`config.mk`:
```
export PLATFORM = sky130hd
export DESIGN_NAME = adc_config_register_map
export DESIGN_NICKNAME = d
export VERILOG_FILES = /design/src/adc_regmap_pkg.sv /design/src/adc_config_register_map.sv /design/src/lane_decoder.sv
export SDC_FILE = /design/constraint.sdc
export NUM_CORES = 1
export LEC_CHECK = 0
export ABC_AREA = 1
export CAP_MARGIN = 40
export CORE_AREA = 2 2 136 98
export CTS_CLUSTER_DIAMETER = 120
export DETAILED_ROUTE_END_ITERATION = 8
export DIE_AREA = 0 0 138 100
export DONT_BUFFER_PORTS = 1
export PLACE_DENSITY = 0.42
export SKIP_LAST_GASP = 1
export SLEW_MARGIN = 20
export SYNTH_ARGS = -nofsm -noshare
export SYNTH_HDL_FRONTEND = slang
export SYNTH_SLANG_ARGS = --single-unit
export TNS_END_PERCENT = 30
```
`constraint.sdc`:
```
create_clock -name core_clk -period 2.32 [get_ports core_clk]
set_input_delay 0.116 -clock core_clk [delete_from_list [all_inputs] [get_ports core_clk]]
set_output_delay 0.116 -clock core_clk [all_outputs]
set_load 0.005 [all_outputs]
```
`src/adc_regmap_pkg.sv`:
```
// Register map constants for the converter's upper control registers.
// Assumes a serial control port front end that presents byte-wide register accesses.
package adc_regmap_pkg;
  localparam logic [9:0] ADDR_CHANNEL_INDEX    = 10'h005;
  localparam logic [9:0] ADDR_PATTERN_ONE_LOW  = 10'h019;
  localparam logic [9:0] ADDR_PATTERN_ONE_HIGH = 10'h01A;
  localparam logic [9:0] ADDR_PATTERN_TWO_LOW  = 10'h01B;
  localparam logic [9:0] ADDR_PATTERN_TWO_HIGH = 10'h01C;
  localparam logic [9:0] ADDR_SERIAL_OUTPUT    = 10'h021;
  localparam logic [9:0] ADDR_CHANNEL_POWER    = 10'h022;
  localparam logic [9:0] ADDR_TRANSFER         = 10'h0FF;
  localparam logic [9:0] ADDR_RATE_OVERRIDE    = 10'h100;
  localparam logic [9:0] ADDR_IO_CONTROL_TWO   = 10'h101;
  localparam logic [9:0] ADDR_IO_CONTROL_THREE = 10'h102;

  localparam logic [7:0] RESET_CHANNEL_INDEX = 8'h0F;
  localparam logic [7:0] RESET_SERIAL_OUTPUT = 8'h32;
  localparam logic [7:0] RESET_ZERO          = 8'h00;

  // Channel index bit positions: two data channels, two clock outputs.
  localparam int IDX_DATA_LSB  = 0;
  localparam int IDX_CLOCK_FCO = 4;
  localparam int IDX_CLOCK_DCO = 5;

  localparam int SOC_LANE_LSB   = 4;
  localparam int SOC_MSB_FIRST  = 7;
  localparam int SOC_LOW_ENCODE = 3;
  localparam int SOC_TWO_FRAME  = 2;
  localparam int CPR_POWER_DOWN = 0;
  localparam int CPR_OUT_RESET  = 1;
  localparam int ROV_ENABLE     = 6;
  localparam int ROV_RES_LSB    = 4;
  localparam int IO2_PULL_OFF   = 0;
  localparam int IO3_COMMON_MODE_DOWN = 3;
  localparam int XFER_BIT       = 0;

  typedef enum logic [2:0] {
    LANE_SINGLE_TWO_BIT  = 3'b000,
    LANE_SINGLE_TWO_BYTE = 3'b001,
    LANE_DOUBLE_TWO_BIT  = 3'b010,
    LANE_DOUBLE_TWO_BYTE = 3'b011,
    LANE_DOUBLE_ONE_WORD = 3'b100,
    LANE_INVALID         = 3'b111
  } lane_mode_type;
endpackage

```
`src/adc_config_register_map.sv`:
```
// Upper control register bank of a dual-channel converter with channel routing.
// Assumes a serial port front end delivering one-cycle byte writes and level reads.
// How it works
// RQ1: Lane field bits 6:4 decode into five serialization modes.
// RQ2: Serial output control resets to 0x32, double-rate two-lane bytewise.
// RQ3: Channel index bits 1:0 pick data channels taking per-channel writes.
// RQ4: Channel index also selects clock output channels for per-channel settings.
// RQ5: Global registers reach all channels; only local ones follow the index.
// RQ6: Clock output channels accept only a reduced subset of per-channel settings.
// RQ7: Host sets one-lane wordwise and low-encode mode below 20 MSPS.
// RQ8: Writes act at once, except override, applied by transfer bit zero.
// RQ9: Override rate code limits maximum rate capability, not conversion rate.
// RQ10: I/O control two bit zero disables the data pin pull-down.
// RQ11: I/O control three bit three powers down the common-mode generator.
`timescale 1ns/1ps
`default_nettype none
module adc_config_register_map #(
  parameter int CHANNELS = 2
) (
  // Clock and reset
  input  wire logic                core_clk,
  input  wire logic                reset_n,
  // Register port
  input  wire logic                reg_write,
  input  wire logic                reg_read,
  input  wire logic [9:0]          reg_addr,
  input  wire logic [7:0]          reg_wdata,
  output logic [7:0]               reg_rdata,
  output logic                     reg_hit,
  // Global settings
  output logic [15:0]              test_pattern_one,
  output logic [15:0]              test_pattern_two,
  output var adc_regmap_pkg::lane_mode_type lane_mode,
  output logic                     double_rate,
  output logic                     one_lane,
  output logic                     lsb_first,
  output logic                     low_encode_mode,
  output logic                     two_frame,
  output logic [1:0]               output_bits,
  // Per-channel settings
  output logic [CHANNELS-1:0]      channel_power_down,
  output logic [CHANNELS-1:0]      channel_output_reset,
  output logic                     clock_output_reset,
  // Applied override
  output logic                     override_enable,
  output logic [1:0]               override_resolution,
  output logic [2:0]               max_rate_limit,
  // Pad and analog controls
  output logic                     sdio_pull_down_off,
  output logic                     common_mode_generator_down
);
  logic [7:0] index_q, index_d;
  logic [7:0] p1l_q, p1l_d, p1h_q, p1h_d, p2l_q, p2l_d, p2h_q, p2h_d;
  logic [7:0] soc_q, soc_d;
  logic [CHANNELS-1:0] pd_q, pd_d, rst_q, rst_d;
  logic       clk_rst_q, clk_rst_d;
  logic [7:0] shadow_q, shadow_d, active_q, active_d;
  logic [7:0] io2_q, io2_d, io3_q, io3_d;
  logic [7:0] rdata_d;
  logic [7:0] cpr_view;
  logic       wr_cpr;
  logic       clock_sel;

  assign wr_cpr    = reg_write && (reg_addr == adc_regmap_pkg::ADDR_CHANNEL_POWER);
  // RQ4: clock output selection
  assign clock_sel = index_q[adc_regmap_pkg::IDX_CLOCK_FCO] || index_q[adc_regmap_pkg::IDX_CLOCK_DCO];

  always_comb begin
    index_d   = index_q;
    p1l_d     = p1l_q;
    p1h_d     = p1h_q;
    p2l_d     = p2l_q;
    p2h_d     = p2h_q;
    soc_d     = soc_q;
    shadow_d  = shadow_q;
    active_d  = active_q;
    io2_d     = io2_q;
    io3_d     = io3_q;
    clk_rst_d = clk_rst_q;
    // RQ5: global registers ignore index
    if (reg_write) begin
      case (reg_addr)
        adc_regmap_pkg::ADDR_CHANNEL_INDEX:    index_d = reg_wdata;
        adc_regmap_pkg::ADDR_PATTERN_ONE_LOW:  p1l_d = reg_wdata;
        adc_regmap_pkg::ADDR_PATTERN_ONE_HIGH: p1h_d = reg_wdata;
        adc_regmap_pkg::ADDR_PATTERN_TWO_LOW:  p2l_d = reg_wdata;
        adc_regmap_pkg::ADDR_PATTERN_TWO_HIGH: p2h_d = reg_wdata;
        adc_regmap_pkg::ADDR_SERIAL_OUTPUT:    soc_d = reg_wdata;
        // RQ8: override held in shadow
        adc_regmap_pkg::ADDR_RATE_OVERRIDE:    shadow_d = reg_wdata & 8'h77;
        adc_regmap_pkg::ADDR_IO_CONTROL_TWO:   io2_d = reg_wdata & 8'h01;
        adc_regmap_pkg::ADDR_IO_CONTROL_THREE: io3_d = reg_wdata & 8'h08;
        default: ;
      endcase
    end
    // RQ8: transfer applies shadow
    if (reg_write && (reg_addr == adc_regmap_pkg::ADDR_TRANSFER) && reg_wdata[adc_regmap_pkg::XFER_BIT]) begin
      active_d = shadow_q;
    end
    // RQ6: clock outputs take reset only
    if (wr_cpr && clock_sel) begin
      clk_rst_d = reg_wdata[adc_regmap_pkg::CPR_OUT_RESET];
    end
  end

  // RQ3: index gates per-channel writes
  genvar g;
  generate
    for (g = 0; g < CHANNELS; g++) begin : g_chan
      always_comb begin
        pd_d[g]  = pd_q[g];
        rst_d[g] = rst_q[g];
        if (wr_cpr && index_q[adc_regmap_pkg::IDX_DATA_LSB + g]) begin
          pd_d[g]  = reg_wdata[adc_regmap_pkg::CPR_POWER_DOWN];
          rst_d[g] = reg_wdata[adc_regmap_pkg::CPR_OUT_RESET];
        end
      end
    end
  endgenerate

  // Read back shows the first selected data channel, as a multi-select has no single value.
  always_comb begin
    cpr_view = adc_regmap_pkg::RESET_ZERO;
    for (int i = CHANNELS - 1; i >= 0; i--) begin
      if (index_q[adc_regmap_pkg::IDX_DATA_LSB + i]) begin
        cpr_view = {6'h00, rst_q[i], pd_q[i]};
      end
    end
    rdata_d = adc_regmap_pkg::RESET_ZERO;
    reg_hit = 1'b1;
    case (reg_addr)
      adc_regmap_pkg::ADDR_CHANNEL_INDEX:    rdata_d = index_q;
      adc_regmap_pkg::ADDR_PATTERN_ONE_LOW:  rdata_d = p1l_q;
      adc_regmap_pkg::ADDR_PATTERN_ONE_HIGH: rdata_d = p1h_q;
      adc_regmap_pkg::ADDR_PATTERN_TWO_LOW:  rdata_d = p2l_q;
      adc_regmap_pkg::ADDR_PATTERN_TWO_HIGH: rdata_d = p2h_q;
      adc_regmap_pkg::ADDR_SERIAL_OUTPUT:    rdata_d = soc_q;
      adc_regmap_pkg::ADDR_CHANNEL_POWER:    rdata_d = cpr_view;
      adc_regmap_pkg::ADDR_TRANSFER:         rdata_d = adc_regmap_pkg::RESET_ZERO;
      adc_regmap_pkg::ADDR_RATE_OVERRIDE:    rdata_d = shadow_q;
      adc_regmap_pkg::ADDR_IO_CONTROL_TWO:   rdata_d = io2_q;
      adc_regmap_pkg::ADDR_IO_CONTROL_THREE: rdata_d = io3_q;
      default:                               reg_hit = 1'b0;
    endcase
    if (!reg_read) begin
      rdata_d = reg_rdata;
    end
  end

  always_ff @(posedge core_clk or negedge reset_n) begin
    if (!reset_n) begin
      index_q   <= adc_regmap_pkg::RESET_CHANNEL_INDEX;
      p1l_q     <= adc_regmap_pkg::RESET_ZERO;
      p1h_q     <= adc_regmap_pkg::RESET_ZERO;
      p2l_q     <= adc_regmap_pkg::RESET_ZERO;
      p2h_q     <= adc_regmap_pkg::RESET_ZERO;
      // RQ2: serial control default
      soc_q     <= adc_regmap_pkg::RESET_SERIAL_OUTPUT;
      pd_q      <= '0;
      rst_q     <= '0;
      clk_rst_q <= 1'b0;
      shadow_q  <= adc_regmap_pkg::RESET_ZERO;
      active_q  <= adc_regmap_pkg::RESET_ZERO;
      io2_q     <= adc_regmap_pkg::RESET_ZERO;
      io3_q     <= adc_regmap_pkg::RESET_ZERO;
      reg_rdata <= adc_regmap_pkg::RESET_ZERO;
    end else begin
      index_q   <= index_d;
      p1l_q     <= p1l_d;
      p1h_q     <= p1h_d;
      p2l_q     <= p2l_d;
      p2h_q     <= p2h_d;
      soc_q     <= soc_d;
      pd_q      <= pd_d;
      rst_q     <= rst_d;
      clk_rst_q <= clk_rst_d;
      shadow_q  <= shadow_d;
      active_q  <= active_d;
      io2_q     <= io2_d;
      io3_q     <= io3_d;
      reg_rdata <= rdata_d;
    end
  end

  lane_decoder u_lane (
    .lane_field  (soc_q[adc_regmap_pkg::SOC_LANE_LSB +: 3]),
    .lane_mode   (lane_mode),
    .double_rate (double_rate),
    .one_lane    (one_lane)
  );

  assign test_pattern_one     = {p1h_q, p1l_q};
  assign test_pattern_two     = {p2h_q, p2l_q};
  assign lsb_first            = soc_q[adc_regmap_pkg::SOC_MSB_FIRST];
  // RQ7: low encode flag for host
  assign low_encode_mode      = soc_q[adc_regmap_pkg::SOC_LOW_ENCODE];
  assign two_frame            = soc_q[adc_regmap_pkg::SOC_TWO_FRAME];
  assign output_bits          = soc_q[1:0];
  assign channel_power_down   = pd_q;
  assign channel_output_reset = rst_q;
  assign clock_output_reset   = clk_rst_q;
  assign override_enable      = active_q[adc_regmap_pkg::ROV_ENABLE];
  assign override_resolution  = active_q[adc_regmap_pkg::ROV_RES_LSB +: 2];
  // RQ9: capability limit only
  assign max_rate_limit       = active_q[2:0];
  // RQ10: pull-down disable
  assign sdio_pull_down_off   = io2_q[adc_regmap_pkg::IO2_PULL_OFF];
  // RQ11: common-mode power-down
  assign common_mode_generator_down = io3_q[adc_regmap_pkg::IO3_COMMON_MODE_DOWN];

  // RQ8: override waits for transfer
  AST_OVERRIDE_HELD: assert property ( // RQ8
    @(posedge core_clk) disable iff (!reset_n)
    !(reg_write && reg_addr == adc_regmap_pkg::ADDR_TRANSFER && reg_wdata[0])
    |=> $stable(max_rate_limit))
    else $error("override changed without transfer");
  AST_TRANSFER_APPLIES: assert property ( // RQ8
    @(posedge core_clk) disable iff (!reset_n)
    (reg_write && reg_addr == adc_regmap_pkg::ADDR_TRANSFER && reg_wdata[0])
    |=> (max_rate_limit == $past(shadow_q[2:0])))
    else $error("transfer did not apply rate code");
  AST_SERIAL_DEFAULT: assert property ( // RQ2
    @(posedge core_clk)
    $rose(reset_n) |-> (lane_mode == adc_regmap_pkg::LANE_DOUBLE_TWO_BYTE))
    else $error("serial control default wrong");
  AST_ONE_LANE: assert property ( // RQ1
    @(posedge core_clk) disable iff (!reset_n)
    one_lane |-> (soc_q[6:4] == 3'b100) && double_rate)
    else $error("one lane decode wrong");
  AST_UNSELECTED_KEEPS: assert property ( // RQ3
    @(posedge core_clk) disable iff (!reset_n)
    (wr_cpr && !index_q[0]) |=> (pd_q[0] == $past(pd_q[0])))
    else $error("unselected channel changed");
  AST_SELECTED_TAKES: assert property ( // RQ3
    @(posedge core_clk) disable iff (!reset_n)
    (wr_cpr && index_q[1]) |=> (pd_q[1] == $past(reg_wdata[0])))
    else $error("selected channel missed write");
  AST_GLOBAL_PATTERN: assert property ( // RQ5
    @(posedge core_clk) disable iff (!reset_n)
    (reg_write && reg_addr == adc_regmap_pkg::ADDR_PATTERN_ONE_LOW)
    |=> (test_pattern_one[7:0] == $past(reg_wdata)))
    else $error("global pattern write lost");
  AST_CLOCK_SUBSET: assert property ( // RQ6
    @(posedge core_clk) disable iff (!reset_n)
    (wr_cpr && clock_sel) |=> (clock_output_reset == $past(reg_wdata[1])))
    else $error("clock output reset not applied");
  AST_COMMON_MODE_DOWN: assert property ( // RQ11
    @(posedge core_clk) disable iff (!reset_n)
    (reg_write && reg_addr == adc_regmap_pkg::ADDR_IO_CONTROL_THREE)
    |=> (common_mode_generator_down == $past(reg_wdata[3])))
    else $error("common-mode control wrong");
  AST_PULL_OFF: assert property ( // RQ10
    @(posedge core_clk) disable iff (!reset_n)
    (reg_write && reg_addr == adc_regmap_pkg::ADDR_IO_CONTROL_TWO)
    |=> (sdio_pull_down_off == $past(reg_wdata[0])))
    else $error("pull-down control wrong");
endmodule // adc_config_register_map
`default_nettype wire

```
`src/lane_decoder.sv`:
```
// Decoder for the serial output lane field.
// Assumes the field comes straight from the control register.
`timescale 1ns/1ps
`default_nettype none
module lane_decoder (
  // Field in
  input  wire logic [2:0]                   lane_field,
  // Decoded mode
  output var  adc_regmap_pkg::lane_mode_type lane_mode,
  output logic                              double_rate,
  output logic                              one_lane
);
  always_comb begin
    // RQ1: lane code decode
    case (lane_field)
      3'b000:  lane_mode = adc_regmap_pkg::LANE_SINGLE_TWO_BIT;
      3'b001:  lane_mode = adc_regmap_pkg::LANE_SINGLE_TWO_BYTE;
      3'b010:  lane_mode = adc_regmap_pkg::LANE_DOUBLE_TWO_BIT;
      3'b011:  lane_mode = adc_regmap_pkg::LANE_DOUBLE_TWO_BYTE;
      3'b100:  lane_mode = adc_regmap_pkg::LANE_DOUBLE_ONE_WORD;
      default: lane_mode = adc_regmap_pkg::LANE_INVALID;
    endcase
    double_rate = (lane_mode == adc_regmap_pkg::LANE_DOUBLE_TWO_BIT) ||
                  (lane_mode == adc_regmap_pkg::LANE_DOUBLE_TWO_BYTE) ||
                  (lane_mode == adc_regmap_pkg::LANE_DOUBLE_ONE_WORD);
    one_lane    = (lane_mode == adc_regmap_pkg::LANE_DOUBLE_ONE_WORD);
  end
endmodule // lane_decoder
`default_nettype wire

```
* Word level (Yosys, flattened, before mapping) *
Index checks and enable logic that the tools add are counted.

operators by class
  eq/ne operators = 18
  muxes and demuxes = 5
  reduce and logical (&&, ||, !) cells = 20

operator list
  cell                   count
  $pmux W8 S10           1
  $eq A10 B5 Y1 const B  4
  $eq A10 B9 Y1 const B  3
  $eq A10 B6 Y1 const B  2
  $reduce_and A2 Y1      9
  $pmux W3 S5            1
  $eq A3 B2 Y1 const B   4
  $reduce_or A11 Y1      1
  $eq A10 B3 Y1 const B  1
  $eq A10 B8 Y1 const B  1
  $mux W8                1
  $eq A3 B3 Y1 const B   2
  $logic_and A1 B1 Y1    6
  $eq A3 B1 Y1 const B   1
  $logic_not A3 Y1       1
  $logic_or A1 B1 Y1     3
  $mux W2                1
  $mux W1                1

word-level totals
  flip-flop bits (word level) = 75
  input bits = 22
  output and inout port bits = 64
  word-level logic and storage cells = 59

* Longest topological paths before layout *
Gate-level depths: netlist of the first run.

  depth after elaboration = 5
  depth in mapped cells = 12
  depth with buffers taken out = 12

* Modules after synthesis *
From an unflattened synthesis of the first run, not the netlist that was laid out.

second synthesis, totals
  cells, all modules = 486
  area total of the unflattened synthesis = 3811.2 µm²

by module, submodules not included
  module                   times used  cells each  area each (µm²)  seq. area each (µm²)
  adc_config_register_map  1           475         3759.9           1885.6
  lane_decoder             1           11          51.3             0.0

* Worst setup path before layout of the first run *
Ideal clock, no wire load.

  kind = reg2reg
  start point = register index_q[0]
  end point = register reg_rdata[0]
  setup time = 0.117 ns
  arrival = 1.036 ns
  required time = 2.203 ns
  slack = 1.167 ns
  cell stages (with the launch flop) = 10
  clock period less this slack = 1.153 ns
  cell sequence = dfstp_2 > inv_1 > nand3_1 > nand2_1 > nand3_1 > nand2_1 > nor2_1 > nand3_1 > nand2_1 > nand2_1

between the ends
  longest elaborated chain between the ends = 2

ends and longest elaborated chain
  what                    RTL line                        source
  from (decl)             adc_config_register_map.sv:52   logic [7:0] index_q, index_d;
  from (signal assigned)  adc_config_register_map.sv:152  index_q <= adc_regmap_pkg::RESET_CHANNEL_INDEX;
  from (signal assigned)  adc_config_register_map.sv:168  index_q <= index_d;
  $mux W8                 adc_config_register_map.sv:125  if (index_q[adc_regmap_pkg::IDX_DATA_LSB + i]) begin
  $pmux W8 S10 (*)        adc_config_register_map.sv:131  case (reg_addr)
  to (signal assigned)    adc_config_register_map.sv:166  reg_rdata <= adc_regmap_pkg::RESET_ZERO;
  to (signal assigned)    adc_config_register_map.sv:181  reg_rdata <= rdata_d;
  to (decl)               adc_config_register_map.sv:28   output logic [7:0] reg_rdata,

Every way passes the cells marked *; elsewhere a longest branch is shown, timed or not.
A chain may end at the register's enable or synchronous reset.

* Final worst setup path of the first run *
Same ends and word-level chain as after synthesis.

==> summary by stage, run 1 <==
Worst setup path
The worst reg2reg path depth is 9. Traced cell by cell, the critical path runs through inv_1, nand3_1, nand2_1, nand3_1, nand2_1, nor2_1, nand3_1, nand2_1, nand2_1. The termination of the worst setup path is reg_rdata[0]. The cell with the biggest individual delay on the critical path is sky130_fd_sc_hd__dfstp_2. The kind of cell with the highest combined delay on the critical path is simple AND/OR/NAND/NOR gates. The worst endpoint required time is 2.55 ns. The largest incremental delay on the critical path is 0.58 ns.

Counting buffers and inverters, the worst setup path is 9 cells deep. The element type at the critical path end is a flop. The worst register-to-register path has a setup slack of 0.92 ns. The buffer and inverter count on the worst path is 1. The cell occurring most often along the worst timing path is sky130_fd_sc_hd__nand2_1. The critical path launch point type is a flop.

In this run the critical register-to-register path is launched from index_q[0]. Along the worst path, the maximum fanout reaches 5. The source of the critical timing path is index_q[0]. In this run the critical register-to-register path is captured at reg_rdata[0]. The worst setup path is of the flop to flop kind. The data arrival time of the critical path is 1.63 ns.

STA
The number of failing hold endpoints at the final stage came to 0. The worst-margin pin slew is 0.502 ns. The worst pin sits at a relative slew slack of 66.4%. After layout, the minimum clock period comes to 1.40 ns. The final worst clock skew is 0.00745 ns. Summed over all failing endpoints, the final setup total negative slack is 0 ns. The final clock period utilization by the worst path is 60.2%. The final number of max-transition violations is 0. The achievable frequency is 716 MHz. The setup-violating endpoint count in the final report is 0. Setup repair after global routing left no endpoint under its margin. On the final layout, the worst hold slack is 0.0627 ns.

Synth
In the post-synthesis netlist, the biggest area contributors are sky130_fd_sc_hd__dfrtp_1 43%, sky130_fd_sc_hd__nand2_1 14%, sky130_fd_sc_hd__inv_1 5.0%. The post-synthesis simple-gate area fraction is 32.1%. A synthesized cell averages 8.03 sq um. The sequential share of the synthesized area is 48.1%. In the synthesized netlist, the number of instances is 488. The synthesis warning total is 0. The post-synthesis share of cell area spent on xor and xnor gates is 0%. The share of synthesized area in the top cell type comes to 43.4%. The most area-hungry cell type in the Yosys netlist is sky130_fd_sc_hd__dfrtp_1. Summing the areas of all compound-gate instances in the mapped netlist gives 11.6% of the synthesized area. Synthesis produced a netlist with a net count of 510. The number of flip-flops and latches in the synthesized netlist is 75.

The summed instance area of the synthesized netlist is 3920 sq um. The share of cell area taken by muxes after synthesis is 0%. After Yosys synthesis, full adders, half adders and majority gates account for 0% of the synthesized area. The count of distinct cell types in the synthesized netlist is 30. After synthesis, the largest family of logic cells by area is simple AND/OR/NAND/NOR gates.

Die
The total die area is 13800 sq um. The die boundary height is 100 um. In this run the count of I/O pins placed on the die edge is 86. For this configuration, the core starts out at a cell density of 30.9%. The initialized floorplan defines 35 standard-cell rows. The core region is 12700 sq um. In this run the horizontal extent of the chip is 138 um.

Global routing
Entering global routing, the biggest net connects 76 pins. The total congestion overflow is 0. The initial antenna violation count is 0. In the global route stage, overall resource usage came out at 19.2%.

The wire length of the first global-routing pass is 19.6 mm. The via count of the first global-routing pass came to 3131.

Pwr
The ratio of total power to cell area is 654 nW/um^2. Summed over all cells, the static leakage comes to 2.11 nW. The largest vdd supply drop is 332 uV.

Layout
Summing all flip-flop and latch instances after layout gives 1890 sq um. The net count of the finished layout is 518. The total inserted antenna cells is 0. The fraction of final layout cells sized beyond drive strength 1 is 14.8%. The area overhead of the layout relative to synthesis is 13.5%. The post-layout utilization of the core is 35.0%. The fill cell total of the finished layout is 1373. Summing all multi-input logic gate instances after layout gives 1710 sq um. After routing the design area is 4450 sq um.

Route
Wires add up to 12.8 mm. The number of violations reported at the end of detailed-routing iteration 0 is 329. The detailed-route wire length per cell is 19.2 um.

The via count normalized by instance count is 4.91. The number of detailed-route iterations in the first pass is 4. For this run, design rule violations remaining after detail routing come to 0. The number of antenna-violating nets in the routed design is 0.

The total via count after detailed routing is 3276.

Placement
The total placed instance area is 4020 sq um. The congestion estimate from routability-driven global placement came to 0.851. Detailed placement ended at an HPWL of 9.52 mm. The port buffer count is 0.

Clock network
The total clock buffers created by CTS is 9. After clock tree synthesis, the clock-pin slew on the worst setup and hold paths is 0.06 ns. The deepest level of the CTS H-tree is 3.

TritonCTS built the clock tree. The tree built by TritonCTS fans out to 75 sinks. The clock passes through at most 2 buffers.

The cell chosen for the clock root is sky130_fd_sc_hd__clkbuf_16. The number of gates resized after CTS is 0. The clock latency on the worst-skew pair is 0.34 ns.

Hold path
The origin of the worst min-delay path is reg_write. The worst min-delay path class is input port to flop.

Flow run
The max-capacitance violation count is 0.

Run status
The flow ran to the end, and the final reports show no timing, DRC or antenna violations.
[per-stage QoR]
step	std cells	total power (W)	setup WS, ns
2_1_floorplan	488	0.00145	1.17
3_3_place_gp	639	0.00149	0.854
3_5_place_dp	639	0.00149	0.834
4_1_cts	667	0.00294	0.902
5_1_grt	667	0.00302	0.832
6_report	667	0.00291	0.924
[cells in the mapped netlist]
cell type and count:
sky130_fd_sc_hd__o21ai_1 26, sky130_fd_sc_hd__o21bai_1 1, sky130_fd_sc_hd__inv_1 52, sky130_fd_sc_hd__inv_2 4, sky130_fd_sc_hd__buf_4 2, sky130_fd_sc_hd__nand2_4 3
sky130_fd_sc_hd__buf_2 6, sky130_fd_sc_hd__nand3_2 1, sky130_fd_sc_hd__nand3b_1 1, sky130_fd_sc_hd__nand2_1 147, sky130_fd_sc_hd__nand2_2 5, sky130_fd_sc_hd__nand4_4 1
sky130_fd_sc_hd__nor2_4 6, sky130_fd_sc_hd__o21ai_0 33, sky130_fd_sc_hd__nand3_4 1, sky130_fd_sc_hd__nor2_8 2, sky130_fd_sc_hd__nor3_2 1, sky130_fd_sc_hd__clkbuf_1 2
sky130_fd_sc_hd__o21ai_2 16, sky130_fd_sc_hd__a21oi_1 1, sky130_fd_sc_hd__nor3_1 3, sky130_fd_sc_hd__nor2_2 11, sky130_fd_sc_hd__dfrtp_1 68, sky130_fd_sc_hd__nand4_1 12
sky130_fd_sc_hd__o31ai_1 1, sky130_fd_sc_hd__nor3b_1 1, sky130_fd_sc_hd__dfstp_2 7, sky130_fd_sc_hd__nand3_1 34, sky130_fd_sc_hd__nor2_1 35, sky130_fd_sc_hd__buf_6 5
[cell families after synthesis]
logic type      Yosys count
compound gates           78
flops                    75
buf+inv                  71
simple gates            264
[worst min-delay path by stage]
| stage | endpoint | slack (ns) | cells past startpoint |
|---|---|---|---|
| floorplan | active_q[0] | -0.18 | 0 |
| global placement | active_q[4] | -0.18 | 0 |
| detailed placement | active_q[4] | -0.18 | 0 |
| CTS | p1l_q[5] | 0.05 | 2 |
| global route | p1l_q[6] | 0.06 | 2 |
| finish | p1l_q[5] | 0.06 | 2 |
[registers in the layout, indices dropped and copies added (netlist names)]
name                  cells
index_q                   8
p1l_q                     8
io2_q                     1
clock_output_reset        1
soc_q                     8
shadow_q                  6
io3_q                     1
p2h_q                     8
p2l_q                     8
active_q                  6
channel_power_down        2
p1h_q                     8
channel_output_reset      2
reg_rdata                 8
[layer usage]
| layer | GRT usage, % | share of wire, % |
|---|---|---|
| met5 | 0 | 0 |
| met4 | 4.55 | 1.0 |
| met3 | 6.39 | 7.6 |
| met2 | 28.3 | 42 |
| met1 | 27.4 | 49 |
[placed cells by master, fill, tap and decap left out, types with 2 or more instances in the layout]
cell type	synthesis	routed
sky130_fd_sc_hd__nand2_4	3	3
sky130_fd_sc_hd__o21ai_0	33	33
sky130_fd_sc_hd__o21ai_2	16	16
sky130_fd_sc_hd__dfstp_2	7	7
sky130_fd_sc_hd__dlygate4sd3_1	0	11
sky130_fd_sc_hd__clkbuf_16	0	9
sky130_fd_sc_hd__nor2_1	35	35
sky130_fd_sc_hd__nand2_2	5	5
sky130_fd_sc_hd__clkinv_2	0	2
sky130_fd_sc_hd__o21ai_1	26	26
sky130_fd_sc_hd__nand4_1	12	12
sky130_fd_sc_hd__dfrtp_1	68	68
sky130_fd_sc_hd__nor2_4	6	6
sky130_fd_sc_hd__nor3_1	3	3
sky130_fd_sc_hd__inv_1	52	52
sky130_fd_sc_hd__nor2_8	2	2
sky130_fd_sc_hd__nand3_1	34	34
sky130_fd_sc_hd__nor2_2	11	11
sky130_fd_sc_hd__inv_2	4	4
sky130_fd_sc_hd__nand2_1	147	147
[power by group]
group | internal (W) | switching [W] | total [W] | leakage [nW]
Combinational | 0.0000413 | 0.000122 | 0.000163 | 0.976
Sequential | 0.00133 | 0.0000205 | 0.00135 | 0.996
Clock | 0.000835 | 0.000563 | 0.00140 | 0.143
[cell type report]
class                      count  area share (%)
clock buffer                  10            5.15
clock inverter                 6            1.46
inverter                      56            4.72
multi-input combinational    342            38.5
sequential                    75            42.4
tap                          166            4.67
timing repair buffer          12            3.09
[timing repair]
item                                   CTS  global route
endpoints found under the hold margin   93             0
buffers inserted                         0             0
hold buffers                            12             0
No activity file was read; power rests on OpenSTA's default activity.
==> inputs of run 2 (changes only) <==
- clock period: 2.32 -> 1.3 ns (I/O delays scaled with it)
==> run 2 against run 1 <==
  * The run now ends with negative hold slack left
  * Sequential share of layout area down 1.1 points
  * Via count increased by 0.55%
  * Routed wire length up 0.44%
  * Utilization rose by 0.94 points
  * Final cell count rose by 1.5%
  * First-iteration DRC count down 19%
  * Hold slack worse by 0.64 ns
  * Combinational power is 55% higher
  * Non-clock buffer count is 10 higher
  * Global-route usage about the same
  * Critical endpoint is now double_rate
  * Largest cell class unchanged
==> summary by stage, run 2 (synthesized netlist as in run 1, its figures left out) <==
Clock network
The CTS tree is built. The clock latency on the worst-skew pair came to 0.34 ns (about the same). The deepest level of the CTS H-tree is 3 (unchanged).

The total clock buffers created by CTS is 9 (unchanged). The cell chosen for the clock root is sky130_fd_sc_hd__clkbuf_16. The clock sink total is 75 (unchanged).

The clock transition time at the flip-flop clock pins of the worst setup and hold paths is 0.06 ns (about the same). The cts-stage hold buffer count is 9 (-3). The number of buffers on the longest clock path is 2 (unchanged).

Placement
The post-placement worst setup slack was -0.0102 ns (-0.844 ns). The total instance count after detailed placement came to 650 (+1.7%). The routability congestion estimate is 0.874 (+2.8%).

The HPWL after detailed placement is 9.59 mm (+0.71%). The total placed instance area is 4110 sq um (+2.4%). The port buffer count is 0 (unchanged).

Hold path
The min-delay analysis places its worst path in the category input port to async pin.

Layout
From synthesis to final layout, the design area changed by 16.6%. The total inserted antenna cells was 0 (unchanged). The final design area excluding fillers is 4570 sq um (+2.7%). The post-layout utilization of the core was 36.0% (+0.94 points). The non-filler instance count after layout was 677 (+1.5%). The fraction of final layout cells sized beyond drive strength 1 came to 17.8% (+3.0 points). The library cell used most frequently in the layout, excluding fill and tap cells, is sky130_fd_sc_hd__nand2_1.

The number of nets in the layout is 528 (+1.9%). The top cell types in the final layout, fill and taps aside, are 146 x sky130_fd_sc_hd__nand2_1, 68 x sky130_fd_sc_hd__dfrtp_1, 50 x sky130_fd_sc_hd__inv_1.

Route
The total wire length after detailed routing is 12.9 mm (+0.44%). The number of antenna-violating nets in the routed design was 0 (unchanged). The total via count after detailed routing is 3294 (+0.55%). The detailed-route wire length per cell is 19.0 um (-1.0%). The total DRC errors in the routed layout is 0 (unchanged). The via count normalized by instance count was 4.87 (-0.94%). The number of violations reported at the end of detailed-routing iteration 0 was 265 (-19%). The number of detailed-route iterations in the first pass was 5 (+1).

Worst setup path
The element type at the critical path end is an output port. The critical path launch point type is a flop. The startpoint-to-endpoint class of the critical path is flop to output port. The data arrival time of the critical path came to 1.21 ns (-0.42 ns). The worst endpoint required time is 1.24 ns (-1.31 ns). The worst-path maximum fanout is 4 (-1).

Die
The die width came to 138 um (unchanged). The top-level port count came to 86 (unchanged). The starting density of the core came to 30.9% (unchanged). The placeable core region is 12700 sq um (unchanged). The number of cell rows is 35 (unchanged). The total die area is 13800 sq um (unchanged). The die boundary height is 100 um (unchanged).

STA
The setup slack of the critical path after layout is 0.0204 ns (-0.903 ns). The worst-margin pin slew is 0.503 ns (+0.000525 ns). The minimum period implied by the final worst setup slack is 1.28 ns. The worst hold-check slack is -0.574 ns (-0.636 ns). The final number of max-transition violations is 0 (unchanged). Static timing analysis puts the maximum clock frequency at 781 MHz. Setup repair after global routing could not meet its margin everywhere. The final critical path takes up 98.4% of the cycle. The worst slew margin relative to its limit is 66.4% (about the same). The setup-violating endpoint count in the final report is 0 (unchanged).

The final worst clock skew is 0.00432 ns (-0.00313 ns). The number of failing hold endpoints at the final stage is 83 (+83).

Flow run
The max-capacitance violation count is 0 (unchanged).

Pwr
The ratio of total power to cell area is 1180 nW/um^2 (+81%). The leakage component of the power is 2.18 nW (+3.2%). The largest vdd supply drop is 585 uV (+76%).

Global routing
The overall routing resource usage is 19.3% (+0.043 points). The wire length of the first global-routing pass is 19.8 mm (+1.3%). The pin count of the biggest net entering global routing came to 76 (unchanged). The initial antenna violation count came to 0 (unchanged). The total congestion overflow is 0 (unchanged). The via count of the first global-routing pass is 3226 (+3.0%).

Run status
The final reports fail on negative hold slack. The run finished, with violations left.
run 2: cell count changes in the layout (fill, tap and decap cells not counted), sizes merged, moves of 2 or more:
cell,delta
dlygate4sd3,-2
clkbuf,+4
clkinv,-3
buf,+12
run 2: report_power, final:
group	switching, W	total, W	leakage [nW]	internal, W
clock network	0.000949	0.00274	0.157	0.00179
registers	0.0000343	0.00241	0.996	0.00237
logic	0.000176	0.000253	1.03	0.0000767
run 2: path summary, 6_finish.rpt:
path | start | end | slack, ns | cells after the start
max in group asynchronous | reset_n | index_q[0] | 1.62 | 0
min in group core_clk | reg_read | reg_rdata[1] | -0.16 | 2
setup / recovery | soc_q[6] | double_rate | 0.02 | 4
hold reg to reg | shadow_q[5] | shadow_q[5] | 0.48 | 2
setup reg to reg | index_q[0] | reg_rdata[1] | 0.03 | 9
hold / removal | reset_n | active_q[4] | -0.57 | 0
run 2: repair_timing:
item / 4_1_cts / 5_1_grt
resized for setup: 1 / 7
endpoints found under the hold margin: 100 / 83
pin swaps: 0 / 8
buffers inserted: 1 / 1
setup endpoints to repair: 2 / 4
run 2: through the flow:
step                hold WS [ns]  power [W]  TNS [ns]
global placement          -0.228    0.00267   -0.0961
detailed placement        -0.228    0.00267   -0.0190
finish                    -0.574    0.00540         0
CTS                       -0.587    0.00544  -0.00202
global route              -0.598    0.00559    -0.246
floorplan                 -0.231    0.00259         0
run 2: critical path, cell delays in order, from the launching register on:
cell                       delay [ns]
sky130_fd_sc_hd__dfrtp_1         0.35
sky130_fd_sc_hd__buf_4           0.14
sky130_fd_sc_hd__inv_1           0.06
sky130_fd_sc_hd__nor3_1          0.17
sky130_fd_sc_hd__o21bai_1        0.16
run 2: layer usage:
layer  share of wire [%]  routed length, um  track usage [%]
met5                   0                  0                0
met1                  48               6190             27.7
met2                  42               5340             27.6
met3                 8.5               1090             6.11
met4                 1.9                242             5.89
run 2: area by class of cell:
class | instances | area, sq um
clock buffers | 14 | 264
repair buffers | 22 | 204
clock inverters | 2 | 60.1
multi-input cells | 342 | 1740
fillers | 1370 | 8130
well taps | 166 | 208
inverters | 56 | 210
flip-flops and latches | 75 | 1890
